==> src/design/hrxf_pkg.sv <==
/*
  hrxf_pkg: shared constants and types of the receive address filter and
  receive FIFO. Assumes no other package; every user names items in full.
*/
package hrxf_pkg;
  // ----------------------------------------------------------------------
  // sizes
  // ----------------------------------------------------------------------
  localparam int FIFO_DEPTH = 32;
  localparam int CNT_W      = 16;
  localparam int N_CMP      = 5;   // four programmable + broadcast

  // ----------------------------------------------------------------------
  // address control field positions
  // ----------------------------------------------------------------------
  localparam int ACR_EN_LSB     = 0;  // bits 0..4 comparator enables
  localparam int ACR_ONE_BYTE   = 5;  // set: one byte address
  localparam int ACR_IGN_CR     = 6;  // set: bit 1 of first byte ignored
  localparam int ACR_SEL_SECOND = 7;  // one byte mode: compare second byte

  // ----------------------------------------------------------------------
  // broadcast patterns and masks
  // ----------------------------------------------------------------------
  localparam logic [7:0] BCAST_TWO_FIRST = 8'hFE;  // 111111X0 with X = 1
  localparam logic [7:0] BCAST_ONE_FIRST = 8'hFF;  // 111111X1 with X = 1
  localparam logic [7:0] BCAST_SECOND    = 8'hFF;
  localparam logic [7:0] CR_MASK         = 8'hFD;
  localparam logic [7:0] ALL_BITS        = 8'hFF;

  // ----------------------------------------------------------------------
  // status codes and reset values
  // ----------------------------------------------------------------------
  localparam logic [2:0]  ID_NO_FILTER = 3'h7;  // filtering off, all accepted
  localparam logic [2:0]  ID_RESET     = 3'h0;
  localparam logic [16:0] LONG_OFFSET  = 17'h00003;
  localparam logic [15:0] CNT_RESET    = 16'h0000;
  localparam logic [7:0]  DATA_RESET   = 8'h00;

  // receive sequencer
  typedef enum logic [1:0] {HRXF_HUNT, HRXF_ADDR, HRXF_DATA, HRXF_DROP} hrxf_state_t;
endpackage : hrxf_pkg

==> src/design/hrxf_rx_fifo.sv <==
/*
  hrxf_rx_fifo: receive address filter and 32 byte receive FIFO with packet
  end tags, delayed packet status, byte counting, long frame cut-off and
  DMA request. Assumes the upstream deserialiser runs on clk_sys and gives
  one-cycle strobes; the reader pops with rd_strobe and sees data a cycle on.
*/
// Contract
// - two byte broadcast FE-like, then all ones
// - one byte broadcast 111111X1 or all ones
// - all comparators disabled accepts every packet
// - bit 5 byte count, bit 7 byte choice
// - bit 6 ignores first byte bit 1
// - compare once sixteen address bits collected
// - match id shown after last byte read
// - FIFO holds thirty-two bytes
// - data available cleared until count read
// - ninth tag bit on packet last byte
// - threshold flag when level at threshold
// - overrun drops new byte, never overwrites
// - end of packet flag tracks tagged bytes
// - DMA request on threshold or tag
// - request held off until count read
// - sixteen bit count copied at last byte
// - long frame cut and flagged
// - maximum length is setting plus three
// - empty packets report nothing
// - address mismatch discards, back to hunt
`timescale 1ns/1ps
module hrxf_rx_fifo #(
  parameter int DEPTH = hrxf_pkg::FIFO_DEPTH,
  localparam int AW = $clog2(DEPTH),
  localparam int LW = AW + 1
) (
  // clock, reset, enable
  input  wire logic                clk_sys,
  input  wire logic                rst_b,
  input  wire logic                clk_en,
  // deserialiser side
  input  wire logic                frame_start,
  input  wire logic                addr_valid,
  input  wire logic [7:0]          addr_first,
  input  wire logic [7:0]          addr_second,
  input  wire logic                byte_valid,
  input  wire logic [7:0]          byte_data,
  input  wire logic                frame_end,
  // configuration
  input  wire logic [7:0]          addr_ctrl,
  input  wire logic [15:0]         addr_reg_0,
  input  wire logic [15:0]         addr_reg_1,
  input  wire logic [15:0]         addr_reg_2,
  input  wire logic [15:0]         addr_reg_3,
  input  wire logic [LW-1:0]       fifo_threshold,
  input  wire logic [15:0]         max_size_limit_setting,
  // reader side
  input  wire logic                rd_strobe,
  input  wire logic                rd_count_low,
  output logic [7:0]               rd_data,
  output logic [15:0]              byte_count,
  output logic [2:0]               match_id,
  output logic                     long_frame,
  // status and events
  output logic                     data_available,
  output logic                     threshold_reached,
  output logic                     packet_end_tag,
  output logic                     rx_dma_request_line,
  output logic                     thr_rise_pulse,
  output logic                     eop_set_pulse,
  output logic                     dav_rise_pulse,
  output logic                     overrun_pulse,
  output logic                     hunt_pulse,
  output logic [LW-1:0]            fifo_level
);
  if (DEPTH < 2 || (DEPTH & (DEPTH - 1)) != 0) begin : g_bad_depth
    $error("DEPTH must be a power of two of at least 2");
  end

  localparam logic [LW-1:0] ONE_L  = LW'(1);
  localparam logic [LW-1:0] FULL_L = LW'(DEPTH);

  hrxf_pkg::hrxf_state_t state_reg;
  logic [15:0] cnt_reg;
  logic [2:0]  pkt_id_reg;
  logic        pend_valid_reg, pend_last_reg, pend_long_reg;
  logic [7:0]  pend_data_reg;
  logic [15:0] pend_cnt_reg;
  logic [2:0]  pend_id_reg;
  logic [7:0]  data_mem [DEPTH];
  logic        tag_mem  [DEPTH];
  logic        long_mem [DEPTH];
  logic [15:0] cnt_mem  [DEPTH];
  logic [2:0]  id_mem   [DEPTH];
  logic [AW-1:0] wr_ptr_reg, rd_ptr_reg;
  logic [LW-1:0] level_reg, tag_cnt_reg;
  logic        hold_reg, dma_reg, thr_reg, dav_prev_reg;
  logic        m_any, m_off;
  logic [2:0]  m_id;
  logic        full, empty, do_pop, tag_pop, acc_byte, load_ok, do_push;
  logic        long_hit, thr_now, dav_now;
  logic [16:0] max_len;
  logic [15:0] cnt_inc, head_cnt;
  logic [2:0]  head_id;

  // ----------------------------------------------------------------------
  // address comparators
  // ----------------------------------------------------------------------
  hrxf_addr_match u_match (
    .addr_ctrl   (addr_ctrl),
    .addr_reg_0  (addr_reg_0),
    .addr_reg_1  (addr_reg_1),
    .addr_reg_2  (addr_reg_2),
    .addr_reg_3  (addr_reg_3),
    .addr_first  (addr_first),
    .addr_second (addr_second),
    .match_any   (m_any),
    .match_id    (m_id),
    .filter_off  (m_off)
  );

  // ----------------------------------------------------------------------
  // datapath conditions
  // ----------------------------------------------------------------------
  assign full     = level_reg == FULL_L;
  assign empty    = level_reg == '0;
  assign do_pop   = clk_en & rd_strobe & !empty;
  assign head_cnt = cnt_mem[rd_ptr_reg];
  assign head_id  = id_mem[rd_ptr_reg];
  assign tag_pop  = do_pop & tag_mem[rd_ptr_reg];
  assign acc_byte = clk_en & byte_valid & (state_reg == hrxf_pkg::HRXF_DATA);
  assign cnt_inc  = cnt_reg + 16'h0001;
  assign max_len  = {1'b0, max_size_limit_setting} + hrxf_pkg::LONG_OFFSET;
  assign long_hit = {1'b0, cnt_inc} == max_len;
  // the held byte leaves when the next arrives or once it is marked last
  assign do_push  = clk_en & pend_valid_reg & !full & (pend_last_reg | acc_byte);
  assign load_ok  = !pend_valid_reg | do_push;
  assign thr_now  = level_reg >= fifo_threshold;
  assign dav_now  = !empty & !hold_reg;

  // ----------------------------------------------------------------------
  // receive sequencer
  // ----------------------------------------------------------------------
  always_ff @(posedge clk_sys or negedge rst_b) begin
    if (!rst_b) begin
      state_reg  <= hrxf_pkg::HRXF_HUNT;
      pkt_id_reg <= hrxf_pkg::ID_RESET;
    end else if (clk_en) begin
      case (state_reg)
        hrxf_pkg::HRXF_HUNT: begin
          if (frame_start) state_reg <= hrxf_pkg::HRXF_ADDR;
        end
        hrxf_pkg::HRXF_ADDR: begin
          if (frame_end) begin
            state_reg <= hrxf_pkg::HRXF_HUNT;
          end else if (addr_valid) begin
            state_reg  <= (m_any | m_off) ? hrxf_pkg::HRXF_DATA : hrxf_pkg::HRXF_HUNT;
            pkt_id_reg <= m_id;
          end
        end
        hrxf_pkg::HRXF_DATA: begin
          if (frame_end) state_reg <= hrxf_pkg::HRXF_HUNT;
          else if (acc_byte && load_ok && long_hit) state_reg <= hrxf_pkg::HRXF_DROP;
        end
        hrxf_pkg::HRXF_DROP: begin
          if (frame_end) state_reg <= hrxf_pkg::HRXF_HUNT;
        end
        default: state_reg <= hrxf_pkg::HRXF_HUNT;
      endcase
      if (frame_start && state_reg != hrxf_pkg::HRXF_ADDR) state_reg <= hrxf_pkg::HRXF_ADDR;
    end
  end

  // discard and overrun event strobes
  always_ff @(posedge clk_sys or negedge rst_b) begin
    if (!rst_b) begin
      hunt_pulse    <= 1'b0;
      overrun_pulse <= 1'b0;
    end else if (clk_en) begin
      hunt_pulse    <= state_reg == hrxf_pkg::HRXF_ADDR && !frame_end && addr_valid
                       && !(m_any | m_off);
      overrun_pulse <= acc_byte & !load_ok;
    end
  end

  // ----------------------------------------------------------------------
  // packet byte counter and holding byte
  // ----------------------------------------------------------------------
  // count bytes placed
  always_ff @(posedge clk_sys or negedge rst_b) begin
    if (!rst_b) begin
      cnt_reg <= hrxf_pkg::CNT_RESET;
    end else if (clk_en) begin
      if (frame_start) cnt_reg <= hrxf_pkg::CNT_RESET;
      else if (acc_byte && load_ok) cnt_reg <= cnt_inc;
    end
  end

  // the last byte is only known at the closing flag, so one byte is held
  always_ff @(posedge clk_sys or negedge rst_b) begin
    if (!rst_b) begin
      pend_valid_reg <= 1'b0;
      pend_last_reg  <= 1'b0;
      pend_long_reg  <= 1'b0;
      pend_data_reg  <= hrxf_pkg::DATA_RESET;
      pend_cnt_reg   <= hrxf_pkg::CNT_RESET;
      pend_id_reg    <= hrxf_pkg::ID_RESET;
    end else if (clk_en) begin
      if (acc_byte && load_ok) begin
        pend_valid_reg <= 1'b1;
        pend_last_reg  <= long_hit;
        pend_long_reg  <= long_hit;
        pend_data_reg  <= byte_data;
        pend_cnt_reg   <= cnt_inc;
        pend_id_reg    <= pkt_id_reg;
      end else begin
        if (do_push) pend_valid_reg <= 1'b0;
        if (frame_end && state_reg == hrxf_pkg::HRXF_DATA && cnt_reg != '0 && !do_push)
          pend_last_reg <= 1'b1;
      end
    end
  end

  // ----------------------------------------------------------------------
  // storage, nine bits plus delayed status per entry
  // ----------------------------------------------------------------------
  // thirty-two entries
  always_ff @(posedge clk_sys) begin
    if (do_push) begin
      data_mem[wr_ptr_reg] <= pend_data_reg;
      tag_mem[wr_ptr_reg]  <= pend_last_reg;
      long_mem[wr_ptr_reg] <= pend_long_reg;
      cnt_mem[wr_ptr_reg]  <= pend_cnt_reg;
      id_mem[wr_ptr_reg]   <= pend_id_reg;
    end
  end

  always_ff @(posedge clk_sys or negedge rst_b) begin
    if (!rst_b) begin
      wr_ptr_reg  <= '0;
      rd_ptr_reg  <= '0;
      level_reg   <= '0;
      tag_cnt_reg <= '0;
    end else if (clk_en) begin
      if (do_push) wr_ptr_reg <= wr_ptr_reg + AW'(1);
      if (do_pop) rd_ptr_reg <= rd_ptr_reg + AW'(1);
      level_reg   <= level_reg + (do_push ? ONE_L : '0) - (do_pop ? ONE_L : '0);
      tag_cnt_reg <= tag_cnt_reg + ((do_push & pend_last_reg) ? ONE_L : '0)
                     - (tag_pop ? ONE_L : '0);
    end
  end

  // ----------------------------------------------------------------------
  // reader side: data and delayed packet status
  // ----------------------------------------------------------------------
  always_ff @(posedge clk_sys or negedge rst_b) begin
    if (!rst_b) begin
      rd_data    <= hrxf_pkg::DATA_RESET;
      byte_count <= hrxf_pkg::CNT_RESET;
      match_id   <= hrxf_pkg::ID_RESET;
      long_frame <= 1'b0;
    end else if (do_pop) begin
      rd_data <= data_mem[rd_ptr_reg];
      if (tag_pop) begin
        byte_count <= head_cnt;
        match_id   <= head_id;
        long_frame <= long_mem[rd_ptr_reg];
      end
    end
  end

  always_ff @(posedge clk_sys or negedge rst_b) begin
    if (!rst_b) hold_reg <= 1'b0;
    else if (clk_en) begin
      if (tag_pop) hold_reg <= 1'b1;
      else if (rd_count_low) hold_reg <= 1'b0;
    end
  end

  always_ff @(posedge clk_sys or negedge rst_b) begin
    if (!rst_b) dma_reg <= 1'b0;
    else if (clk_en) begin
      if (hold_reg || tag_pop || (do_pop && level_reg == ONE_L)) dma_reg <= 1'b0;
      else if (!empty && (thr_now || tag_cnt_reg != '0)) dma_reg <= 1'b1;
    end
  end

  always_ff @(posedge clk_sys or negedge rst_b) begin
    if (!rst_b) begin
      thr_reg        <= 1'b0;
      thr_rise_pulse <= 1'b0;
      eop_set_pulse  <= 1'b0;
      dav_prev_reg   <= 1'b0;
      dav_rise_pulse <= 1'b0;
    end else if (clk_en) begin
      thr_reg        <= thr_now;
      thr_rise_pulse <= thr_now & !thr_reg;
      eop_set_pulse  <= do_push & pend_last_reg;
      dav_prev_reg   <= dav_now;
      dav_rise_pulse <= dav_now & !dav_prev_reg;
    end
  end

  assign data_available      = dav_now;
  assign threshold_reached   = thr_reg;
  assign packet_end_tag      = tag_cnt_reg != '0;
  assign rx_dma_request_line = dma_reg & !hold_reg;
  assign fifo_level          = level_reg;

  // ----------------------------------------------------------------------
  // checks
  // ----------------------------------------------------------------------
  chk_level_bound: assert property (@(posedge clk_sys) disable iff (!rst_b)
    level_reg <= FULL_L && !(full && do_push))
    else $error("fifo level above depth or push while full");
  chk_tag_hold: assert property (@(posedge clk_sys) disable iff (!rst_b)
    tag_pop && !rd_count_low |=> hold_reg && !rx_dma_request_line && !data_available)
    else $error("request or data available not held after last byte");
  chk_count_copy: assert property (@(posedge clk_sys) disable iff (!rst_b)
    tag_pop |=> byte_count == $past(head_cnt))
    else $error("byte count not copied at last byte");
  chk_id_copy: assert property (@(posedge clk_sys) disable iff (!rst_b)
    tag_pop |=> match_id == $past(head_id))
    else $error("match id not shown at last byte");
  chk_eop_set: assert property (@(posedge clk_sys) disable iff (!rst_b)
    do_push && pend_last_reg |=> packet_end_tag && eop_set_pulse)
    else $error("end of packet flag not set");
  chk_thr_edge: assert property (@(posedge clk_sys) disable iff (!rst_b)
    clk_en |=> thr_rise_pulse == $rose(thr_reg))
    else $error("threshold pulse out of step with flag");
  chk_long_cut: assert property (@(posedge clk_sys) disable iff (!rst_b)
    acc_byte && load_ok && long_hit |=> pend_last_reg && pend_long_reg
      && {1'b0, pend_cnt_reg} == max_len && state_reg == hrxf_pkg::HRXF_DROP)
    else $error("long frame not cut at maximum");
  chk_discard: assert property (@(posedge clk_sys) disable iff (!rst_b)
    clk_en && state_reg == hrxf_pkg::HRXF_ADDR && addr_valid && !frame_end && !frame_start
      && !m_any && !m_off |=> state_reg == hrxf_pkg::HRXF_HUNT && hunt_pulse)
    else $error("mismatching packet not discarded");
  chk_empty_pkt: assert property (@(posedge clk_sys) disable iff (!rst_b)
    clk_en && frame_end && cnt_reg == '0 && !pend_valid_reg |=> !pend_valid_reg)
    else $error("empty packet produced data");
  chk_dma_drop: assert property (@(posedge clk_sys) disable iff (!rst_b)
    do_pop && !do_push && level_reg == ONE_L |=> !rx_dma_request_line [*2])
    else $error("request stays up on empty fifo");

  cov_last_byte: cover property (@(posedge clk_sys) disable iff (!rst_b) tag_pop);
  cov_overrun: cover property (@(posedge clk_sys) disable iff (!rst_b) overrun_pulse);
  cov_long: cover property (@(posedge clk_sys) disable iff (!rst_b) acc_byte && long_hit);
  cov_discard: cover property (@(posedge clk_sys) disable iff (!rst_b) hunt_pulse);
endmodule : hrxf_rx_fifo

==> src/design/hrxf_addr_match.sv <==
/*
  hrxf_addr_match: five address comparators, combinational.
  Assumes both address bytes are stable while addr_first/addr_second are
  sampled by the caller on its compare strobe.
*/
`timescale 1ns/1ps
module hrxf_addr_match (
  // configuration
  input  wire logic [7:0]  addr_ctrl,
  input  wire logic [15:0] addr_reg_0,
  input  wire logic [15:0] addr_reg_1,
  input  wire logic [15:0] addr_reg_2,
  input  wire logic [15:0] addr_reg_3,
  // received address
  input  wire logic [7:0]  addr_first,
  input  wire logic [7:0]  addr_second,
  // result
  output logic             match_any,
  output logic [2:0]       match_id,
  output logic             filter_off
);
  logic [15:0] ref_w [hrxf_pkg::N_CMP];
  logic [hrxf_pkg::N_CMP-1:0] hit;
  logic [7:0] first_mask;

  // ----------------------------------------------------------------------
  // comparator references: high byte is compared with the first byte
  // ----------------------------------------------------------------------
  // entries 0 to 3 programmable; entry 4 broadcast, one or two byte by ACR_ONE_BYTE
  assign ref_w[0] = addr_reg_0;
  assign ref_w[1] = addr_reg_1;
  assign ref_w[2] = addr_reg_2;
  assign ref_w[3] = addr_reg_3;
  assign ref_w[4] = {addr_ctrl[hrxf_pkg::ACR_ONE_BYTE] ? hrxf_pkg::BCAST_ONE_FIRST
                                                      : hrxf_pkg::BCAST_TWO_FIRST,
                     hrxf_pkg::BCAST_SECOND};
  assign first_mask = addr_ctrl[hrxf_pkg::ACR_IGN_CR] ? hrxf_pkg::CR_MASK
                                                      : hrxf_pkg::ALL_BITS;

  // ----------------------------------------------------------------------
  // one comparator per entry
  // ----------------------------------------------------------------------
  // byte mode select
  for (genvar g = 0; g < hrxf_pkg::N_CMP; g++) begin : g_cmp
    logic f_ok;
    logic s_ok;
    assign f_ok = ((addr_first ^ ref_w[g][15:8]) & first_mask) == 8'h00;
    assign s_ok = addr_second == ref_w[g][7:0];
    assign hit[g] = addr_ctrl[hrxf_pkg::ACR_EN_LSB+g] &
                    (!addr_ctrl[hrxf_pkg::ACR_ONE_BYTE] ? (f_ok & s_ok) :
                     addr_ctrl[hrxf_pkg::ACR_SEL_SECOND] ? s_ok : f_ok);
  end

  assign filter_off = addr_ctrl[hrxf_pkg::ACR_EN_LSB +: hrxf_pkg::N_CMP] == 5'h00;
  assign match_any  = |hit;

  // lowest numbered hit wins when several match
  always_comb begin
    match_id = filter_off ? hrxf_pkg::ID_NO_FILTER : hrxf_pkg::ID_RESET;
    for (int i = hrxf_pkg::N_CMP - 1; i >= 0; i--) begin
      if (hit[i]) begin
        match_id = 3'(i);
      end
    end
  end
endmodule : hrxf_addr_match

==> config.mk <==
export PLATFORM = sky130hd
export DESIGN_NAME = hrxf_rx_fifo
export DESIGN_NICKNAME = d
export VERILOG_FILES = /design/src/design/hrxf_pkg.sv /design/src/design/hrxf_rx_fifo.sv /design/src/design/hrxf_addr_match.sv
export SDC_FILE = /design/constraint.sdc
export NUM_CORES = 1
export LEC_CHECK = 0
export BUFFER_PORTS_ARGS = -buffer_cell sky130_fd_sc_hd__buf_2
export CAP_MARGIN = 0
export CORE_MARGIN = 3
export CORE_UTILIZATION = 62
export DETAILED_ROUTE_END_ITERATION = 10
export PLACE_DENSITY_LB_ADDON = 0.25
export SETUP_SLACK_MARGIN = 0.05
export SLEW_MARGIN = 20
export SYNTH_ARGS = -nofsm -noshare
export SYNTH_HDL_FRONTEND = slang
export SYNTH_HIERARCHICAL = 1
export SYNTH_SLANG_ARGS = --single-unit
==> constraint.sdc <==
create_clock -name clk_sys -period 4.4 [get_ports clk_sys]
set_clock_uncertainty 0.05 [all_clocks]
set_input_delay 0.44 -clock clk_sys [delete_from_list [all_inputs] [get_ports clk_sys]]
set_output_delay 0.44 -clock clk_sys [all_outputs]
set_load 0.02 [all_outputs]
==> results.txt, run 1 <==
* Classification of the worst setup path: flip-flop to flip-flop
* Leading post-synthesis cells by cell area: sky130_fd_sc_hd__edfxtp_1, sky130_fd_sc_hd__mux4_2, sky130_fd_sc_hd__dfrtp_1, sky130_fd_sc_hd__xnor2_1, sky130_fd_sc_hd__mux2_2
- Row count: 94
- Setup slack on the critical path of the routed design comes to 402 ps.
* Register ranked first by flip-flop count: cnt_mem
* Dominant synthesized flop cell: sky130_fd_sc_hd__edfxtp_1
- Final design area excluding fillers: 0.0482 sq mm
- The congestion estimate from routability-driven global placement came to 0.908.
- Relative contribution of sequential cells to total power: 44.0%
- Unrepaired setup endpoints after global routing: false
- Fmax: 250 MHz
- The analysis attributes to net switching a power of 7.13 mW.
* Largest incremental delay on the critical path: 660 ps
- Simple-gate area share of the yosys netlist: 3.17%
- Pwr dens: 552 mW/mm^2
- Hold crit path type: input pin to flip-flop
- The internal power of the cells totals 19.5 mW.
* Most frequent CP cell: sky130_fd_sc_hd__inv_1
* Share of the clock period used by the worst path: 90.9%
* Clock net sink count: 1038
* Worst Hold Slack: 59.4 ps
- Post-synth top area share: 66.1%
* Total standard cell area after synthesis: 0.0422 sq mm
* Highest ir drop seen on vdd: 0.000395 V
- The layout has 3749 filler cells.
- After synthesis the netlist holds a flip-flop and latch count of 1038.
- Multiplexer fraction of the synthesized cell area: 17.1%
- Clock-pin slew was measured on the worst setup and hold paths at 60 ps.
- The via count of the first global-routing pass is 23200.
- Dominant combinational cell family by area after synthesis: multiplexers
- The later pin in the worst-skew pair is clocked with a latency of 660 ps.
- Across the run, the number of max-cap violations was 0.
- The worst setup path is launched from a flip-flop.
- Count of synthesis-stage warnings from yosys: 6
* Post-DRT Antenna Nets: 0
- H-tree Lvls: 3
- Chip width: 267 um
* Global route overflow: 0
* Slew at the pin closest to its max-slew limit: 1130 ps
- Ordered cell list for the critical path: mux4_2 -> mux4_2 -> mux2i_1 -> nor2_4 -> ha_1 -> inv_1 -> ha_1 -> inv_1 -> fa_1 -> inv_1 -> a21oi_1 -> nor2_1 -> or3_1 -> nand3_1 -> o21ai_0
- Of the total power, combinational logic draws 21.7%.
- Ranking of synthesized cells by instance count: sky130_fd_sc_hd__edfxtp_1, sky130_fd_sc_hd__mux4_2, sky130_fd_sc_hd__dfrtp_1
- At the worst endpoint, the arrival time is 4460 ps.
- Area Overhead vs Synth: 14.3%
- In this run the post-CTS setup repair buffer count came out at 0.
* Layout Nets: 2500
* Minimum period implied by the final worst setup slack: 4000 ps
* Antenna violations before repair: 2
* Initial Utilization: 63.3%
* Number of CTS-inserted buffers: 101
* Mean cell area of the mapped netlist: 20.0 sq um
- Sequential fraction of the synthesis area: 72.6%
- After synthesis, the netlist uses 59 different library cells.
* Average wire per standard cell: 32.0 um
- After detailed placement, the total cell area comes to 0.0445 sq mm.
* Total track usage: 30.3%
- In this run the static leakage power is 15.5 nW.
- After detailed routing, the total wire length is 105000 um.
* Ys async rst share: 10.6%
- TritonCTS built the clock tree.
- The synthesized netlist devotes 2.00% of its cell area to compound gates.
* Max-slew violation count: 0
* IO Port Bufs: 169
* Core Region: 0.0666 sq mm
- Final routed DRC violation total: 0
* Pin count of the biggest net entering global routing: 128
* Instance count of the mapped netlist: 2113
- Summed over all instances, the cell type with the most area after synthesis is sky130_fd_sc_hd__edfxtp_1.
* Chip Height: 267 um
- The slowest stage of the critical path belongs to the cell sky130_fd_sc_hd__dfrtp_4.
- Synthesized net count: 2273
- Max Buffers Root-to-Sink: 3
* Worst setup slack after placement: 465 ps
* Number of diodes: 0
* Critical Path RT: 4870 ps
* Number of synthesized flops with an enable pin: 928
- Clock group share of total power: 34.3%
* Vias after detailed routing: 22100
- # IOs: 170
- Routed vias/inst: 6.73
* Total of endpoints with negative setup slack in the final report: 0
- Of the total synthesized cell area, the portion taken by XOR and XNOR cells is 2.43%.
- Flip-flop count of the largest register, all copies and words added: 512
- Outcome: finished, final reports clean
* Clock tree root driver cell: sky130_fd_sc_hd__clkbuf_16
- The first TritonRoute pass finished after 5 iterations.
* Detailed-placement wirelength estimate: 56100 um
* Critical Path Sink Type: flip-flop
* Adder-Cell Fraction of Synth Area: 1.01%
- The first routing iteration left 2767 violations.
- Count leader, synth: sky130_fd_sc_hd__edfxtp_1
- Net switching fraction of the power: 26.8%
* Largest registers: cnt_mem: 512 flops, data_mem: 256 flops, id_mem: 96 flops
- Setup total negative slack on the finished layout was measured at 0 ps.
- The number of hold violations in the final report came to 0.
- Fraction of final layout cells with drive strength greater than 1: 31.9%
- Global-route wire length before repair: 154000 um
- The worst pin sits at a relative slew slack of 24.6%.
- In this run the worst path has a maximum fanout of 19.
- The floorplan step defined a die boundary enclosing 0.0712 sq mm.
layout make-up:
| cell class | instances | area, sq um | area share, % |
|---|---|---|---|
| Clock inverter | 57 | 664 | 1.38 |
| Multi-Input combinational cell | 916 | 11100 | 23.0 |
| Tap cell | 864 | 1080 | 2.24 |
| Timing Repair Buffer | 242 | 1680 | 3.49 |
| Sequential cell | 1038 | 30600 | 63.6 |
| Clock buffer | 134 | 2890 | 5.99 |
| Inverter | 41 | 154 | 0.319 |
routing by layer:
layer	global-route usage, %	wire (um)
met1	41.9	38300
met2	49.7	53300
met5	0	0
met4	10.4	3010
met3	6.01	10700
worst paths after layout:
| check | startpoint | end | slack, ps | cells past startpoint |
|---|---|---|---|---|
| setup / recovery | rd_ptr_reg[0] | tag_cnt_reg[4] | 400 | 15 |
| hold / removal | byte_data[3] | pend_data_reg[3] | 60 | 3 |
| setup reg to reg | rd_ptr_reg[0] | tag_cnt_reg[4] | 400 | 15 |
| max in group asynchronous | rst_b | pend_id_reg[2] | 3060 | 3 |
| min in group asynchronous | rst_b | cnt_reg[4] | 280 | 2 |
| hold reg to reg | pkt_id_reg[2] | pend_id_reg[2] | 420 | 2 |
critical path: cells and delay by family, from the launching register on:
kind | cells | cell delay (ps)
AOI/OAI and AO/OA | 2 | 220
adders and majority gates | 3 | 680
buffers and inverters | 3 | 180
DFF | 1 | 660
muxes | 3 | 1530
and+or+nand+nor | 4 | 540
timing repair:
item                                   4_1_cts  5_1_grt
hold buffers                                11        0
endpoints found under the hold margin       57        0
gates resized for setup                      0        0
cell families (layout without fill, tap and decap cells):
group | count (synthesis) | in the layout
buf+inv | 159 | 474
mux | 350 | 350
simple gates | 277 | 277
flops | 1038 | 1038
compound gates | 139 | 139
fa+ha+maj | 33 | 33
xor+xnor | 117 | 117
layout by cell type (no fill, tap or decap), drive strengths merged, types with 6 or more instances in the layout:
cell type	netlist	routed
nor3	7	7
edfxtp	928	928
nor4	11	11
nand3	21	21
mux4	290	290
mux2	47	47
clkinvlp	0	8
o21ai	57	57
dlygate4sd3	0	11
clkbuf	64	134
o211ai	6	6
xnor2	86	86
a21o	15	15
buf	54	231
clkinv	0	34
mux2i	13	13
a31oi	9	9
and3	7	7
bufinv	0	14
nor2	62	62
ha	31	31
inv	41	42
nand2	103	103
nand4	29	29
dfrtp	110	110
a21oi	26	26
xor2	31	31
power groups by stage:
stage                     logic, mW  registers [mW]  clock network [mW]
after floorplan                4.30            11.8                   0
after global placement         5.60            11.9                   0
after detailed placement       5.70            11.9                   0
after CTS                      5.81            11.7                9.21
after global routing           6.16            11.8                9.60
final                          5.77            11.7                9.13
through the flow:
step	power (mW)	std cells	util (%)
6_report	26.6	3292	72.4
5_1_grt	27.5	3292	72.4
4_1_cts	26.7	3290	72.3
3_5_place_dp	17.6	3088	66.8
3_3_place_gp	17.5	3088	66.8
2_1_floorplan	16.1	2113	-
No activity file was read; power rests on OpenSTA's default activity.
==> run 2, diff against run 1 <==
- PLACE_DENSITY: unset -> 0.8
- PLACE_DENSITY_LB_ADDON: 0.25 -> unset
- TNS_END_PERCENT: unset -> 20
==> run 2 against run 1 <==
Against the previous run: non-clock buffer count up 3; clock-buffer cell count shrank 1; wire length rose by 3.9%; final cell count fell by 0.15%; fmax is 6.7% higher; register-to-register slack better by 250 ps; combinational power rose by 1%; via count increased by 0.96%; die area did not move; sequential power barely moved; worst hold slack got worse by 27 ps; clock power shrank 8.0%.
==> results.txt, run 2 (same netlist as run 1, synthesis figures left out) <==
- The run finished with clean final reports.
* Leakage Power: 15.4 nW (-1.0%)
* Critical Path Stages: 13 (-2)
* Critical Path Sink Type: flip-flop
* Clock insertion delay at the later pin of the skew report: 650 ps (about the same)
- Pwr dens: 542 mW/mm^2 (-1.9%)
- The total grt overflow was 0 (unchanged).
* Clock net sink count: 1038 (unchanged)
- The global-route usage over all layers came to 31.8% (+1.5 points).
* Number of iterations in the first detailed-routing pass: 5 (unchanged)
- Number of cells traversed by the worst register-to-register path: 13 (-2)
* Max Buffers Root-to-Sink: 3 (unchanged)
- In this run the critical register-to-register path is captured at tag_cnt_reg[5].
* Core Region: 0.0666 sq mm (unchanged)
* Area Overhead vs Synth: 13.4%
- Clock tree root driver cell: sky130_fd_sc_hd__clkbuf_16
* Share of the clock period used by the worst path: 85.1% (-5.7 points)
* Chip Height: 267 um (unchanged)
- The register with the most flip-flops in the final layout is cnt_mem.
* Worst Path Buf+Inv: 1 (-2)
* Max-cap check violation count: 0 (unchanged)
- Max-slew violation count: 0 (unchanged)
* Final RePlAce weighted congestion: 0.895 (-1.4%)
- The maximum clock rate was 267 MHz (+6.7%).
- The critical path starts at rd_ptr_reg[0].
* Final count of hold timing violations: 0 (unchanged)
* IO Port Bufs: 169 (unchanged)
* Routed vias/inst: 6.80 (+1.1%)
* Worst slew slack as a fraction of its limit: 22.0% (-2.5 points)
- The area of the die came to 0.0712 sq mm (unchanged).
- The number of primary I/O pins is 170 (unchanged).
* Clock tree from TritonCTS: built
- The antenna violation net count after detailed routing is 0 (unchanged).
* Arrival time reported for the critical path endpoint: 4200 ps (-260 ps)
* Pin count of the biggest net entering global routing: 121 (-5.5%)
* Sum Neg Setup Slack: 0 ps (unchanged)
- Kind of cell adding the most delay to the critical path: multiplexers
- The total via count after detailed routing was 22400 (+0.96%).
- Worst R2R Setup Slack: 650 ps (+250 ps)
- Global-route wire length before repair: 161000 um (+4.4%)
- The clock slew seen by the registers of the worst setup and hold paths was 60 ps (about the same).
- The worst-case hold slack was 32.1 ps (-27.4 ps).
- The fraction of layout instances using a drive strength above 1 is 32.0% (+0.11 points).
- Minimum period implied by the final worst setup slack: 3750 ps (-252 ps)
- The most critical setup path has its endpoint at tag_cnt_reg[5].
- Post-CTS setup buffers: 0 (unchanged)
- In this run the critical register-to-register path is launched from rd_ptr_reg[0].
- The number of remaining DRC errors came to 0 (unchanged).
- Cell with the biggest individual delay on the critical path: sky130_fd_sc_hd__dfrtp_4
- The number of buffers added by the clock tree synthesis step came to 97 (-4.0%).
- Detailed-placement wirelength estimate: 58700 um (+4.5%)
* Row count: 94 (unchanged)
- Leaving out fill and tap cells, the most frequent cell in the layout is sky130_fd_sc_hd__edfxtp_1.
- Post-Route WL: 109000 um (+3.9%)
- The mean routed wirelength per cell came to 33.3 um (+4.1%).
- The tightest min-delay check is of the input pin to flip-flop type.
- The setup path with the least slack is of type flip-flop to flip-flop.
- The die outline width came to 267 um (unchanged).
* Largest registers: cnt_mem: 512 flops, data_mem: 256 flops, id_mem: 96 flops
- The count of instances resized after the clock tree is built is 0 (unchanged).
- The worst setup path is launched from a flip-flop.
- Unrepaired setup endpoints after global routing: false
- The maximum cell stage delay along the critical path was 580 ps (-80 ps).
- Maximum fanout count along the critical path: 12 (-7)
* Total of endpoints with negative setup slack in the final report: 0 (unchanged)
- The required time of the worst setup path was 4850 ps (-20 ps).
- Number of hold buffers added after cts: 10 (-1)
* Most frequent CP cell: sky130_fd_sc_hd__a21oi_1
- The number of antenna violations at the first check in global routing is 3 (+1).
* Layout Nets: 2499 (-0.040%)
- The top cell types in the final layout, fill and taps aside, are sky130_fd_sc_hd__edfxtp_1, sky130_fd_sc_hd__mux4_2, sky130_fd_sc_hd__buf_2.
- Vias in the first global route: 23600 (+1.7%)
* Initial Utilization: 63.3% (unchanged)
* H-tree Lvls: 3 (unchanged)
- Slew at the pin closest to its max-slew limit: 1170 ps (+37.9 ps)
* Number of diodes: 0 (unchanged)
- The maximum ir drop on the vdd rail is 0.000551 V (+39%).
- The signal on the critical path passes through mux4_2 -> mux4_2 -> mux2i_1 -> nor2_4 -> ha_1 -> inv_1 -> ha_1 -> a21o_1 -> a21oi_1 -> o21bai_1 -> a21oi_1 -> xnor2_1 -> a21oi_1.
* Flip-flop count of the largest register, all copies and words added: 512 (unchanged)
* Initial detailed-routing violation count: 2974 (+7.5%)
-- run 2: changes by cell type in the layout (fill, tap and decap cells not counted), moves of 7 or more --
cell	previous run	this run
sky130_fd_sc_hd__clkinvlp_4	8	1
sky130_fd_sc_hd__bufinv_16	14	7
sky130_fd_sc_hd__clkbuf_16	106	99
sky130_fd_sc_hd__clkinv_2	15	24
sky130_fd_sc_hd__clkbuf_1	15	24
sky130_fd_sc_hd__dfrtp_1	102	93
sky130_fd_sc_hd__dfrtp_2	4	13
-- run 2: layout make-up --
type	instances	area [sq um]
well taps	864	1080
clock inverters	50	464
repair buffers	245	1690
fillers	3644	18800
flip-flops and latches	1038	30700
inverters	41	154
multi-input cells	916	11100
clock buffers	133	2710
-- run 2: worst register-to-register path, stage by stage, from the launching register on --
cell and delay, ps:
sky130_fd_sc_hd__dfrtp_4 580, sky130_fd_sc_hd__mux4_2 550, sky130_fd_sc_hd__mux4_2 510, sky130_fd_sc_hd__mux2i_1 360
sky130_fd_sc_hd__nor2_4 50, sky130_fd_sc_hd__ha_1 230, sky130_fd_sc_hd__inv_1 70, sky130_fd_sc_hd__ha_1 210
sky130_fd_sc_hd__a21o_1 170, sky130_fd_sc_hd__a21oi_1 250, sky130_fd_sc_hd__o21bai_1 90, sky130_fd_sc_hd__a21oi_1 220
sky130_fd_sc_hd__xnor2_1 160, sky130_fd_sc_hd__a21oi_1 100
-- run 2: stage by stage --
stage | setup slack, ps | util (%) | power, mW | cells | cell area, sq um
2_1_floorplan | 831 | - | 16.1 | 2113 | 42200
3_3_place_gp | 769 | 66.9 | 17.4 | 3094 | 44500
3_5_place_dp | 747 | 66.9 | 17.6 | 3094 | 44500
4_1_cts | 656 | 71.8 | 26.0 | 3287 | 47800
5_1_grt | 418 | 71.8 | 26.7 | 3287 | 47800
6_report | 654 | 71.8 | 25.9 | 3287 | 47800
-- run 2: worst min path at each step --
stage               cells after the start  slack (ps)     startpoint               end
floorplan                               0          90          rst_b     byte_count[0]
global placement                        2         410  pkt_id_reg[0]    pend_id_reg[0]
detailed placement                      2         410  pkt_id_reg[1]    pend_id_reg[1]
CTS                                     3           3   rd_count_low          hold_reg
global route                            3          30   byte_data[4]  pend_data_reg[4]
finish                                  3          30   rd_count_low          hold_reg
-- run 2: layer usage --
layer	part of all wire, %	track usage (%)
met1	34	41.2
met2	51	53.4
met3	11	6.55
met4	4.5	13.6
met5	0	0
-- run 2: where the power goes --
| part | switching (mW) | internal, mW | leakage, nW |
|---|---|---|---|
| clock | 3.66 | 4.74 | 1.57 |
| sequential | 0.500 | 11.2 | 9.38 |
| combinational | 2.97 | 2.87 | 4.41 |
| total | 7.13 | 18.8 | 15.4 |
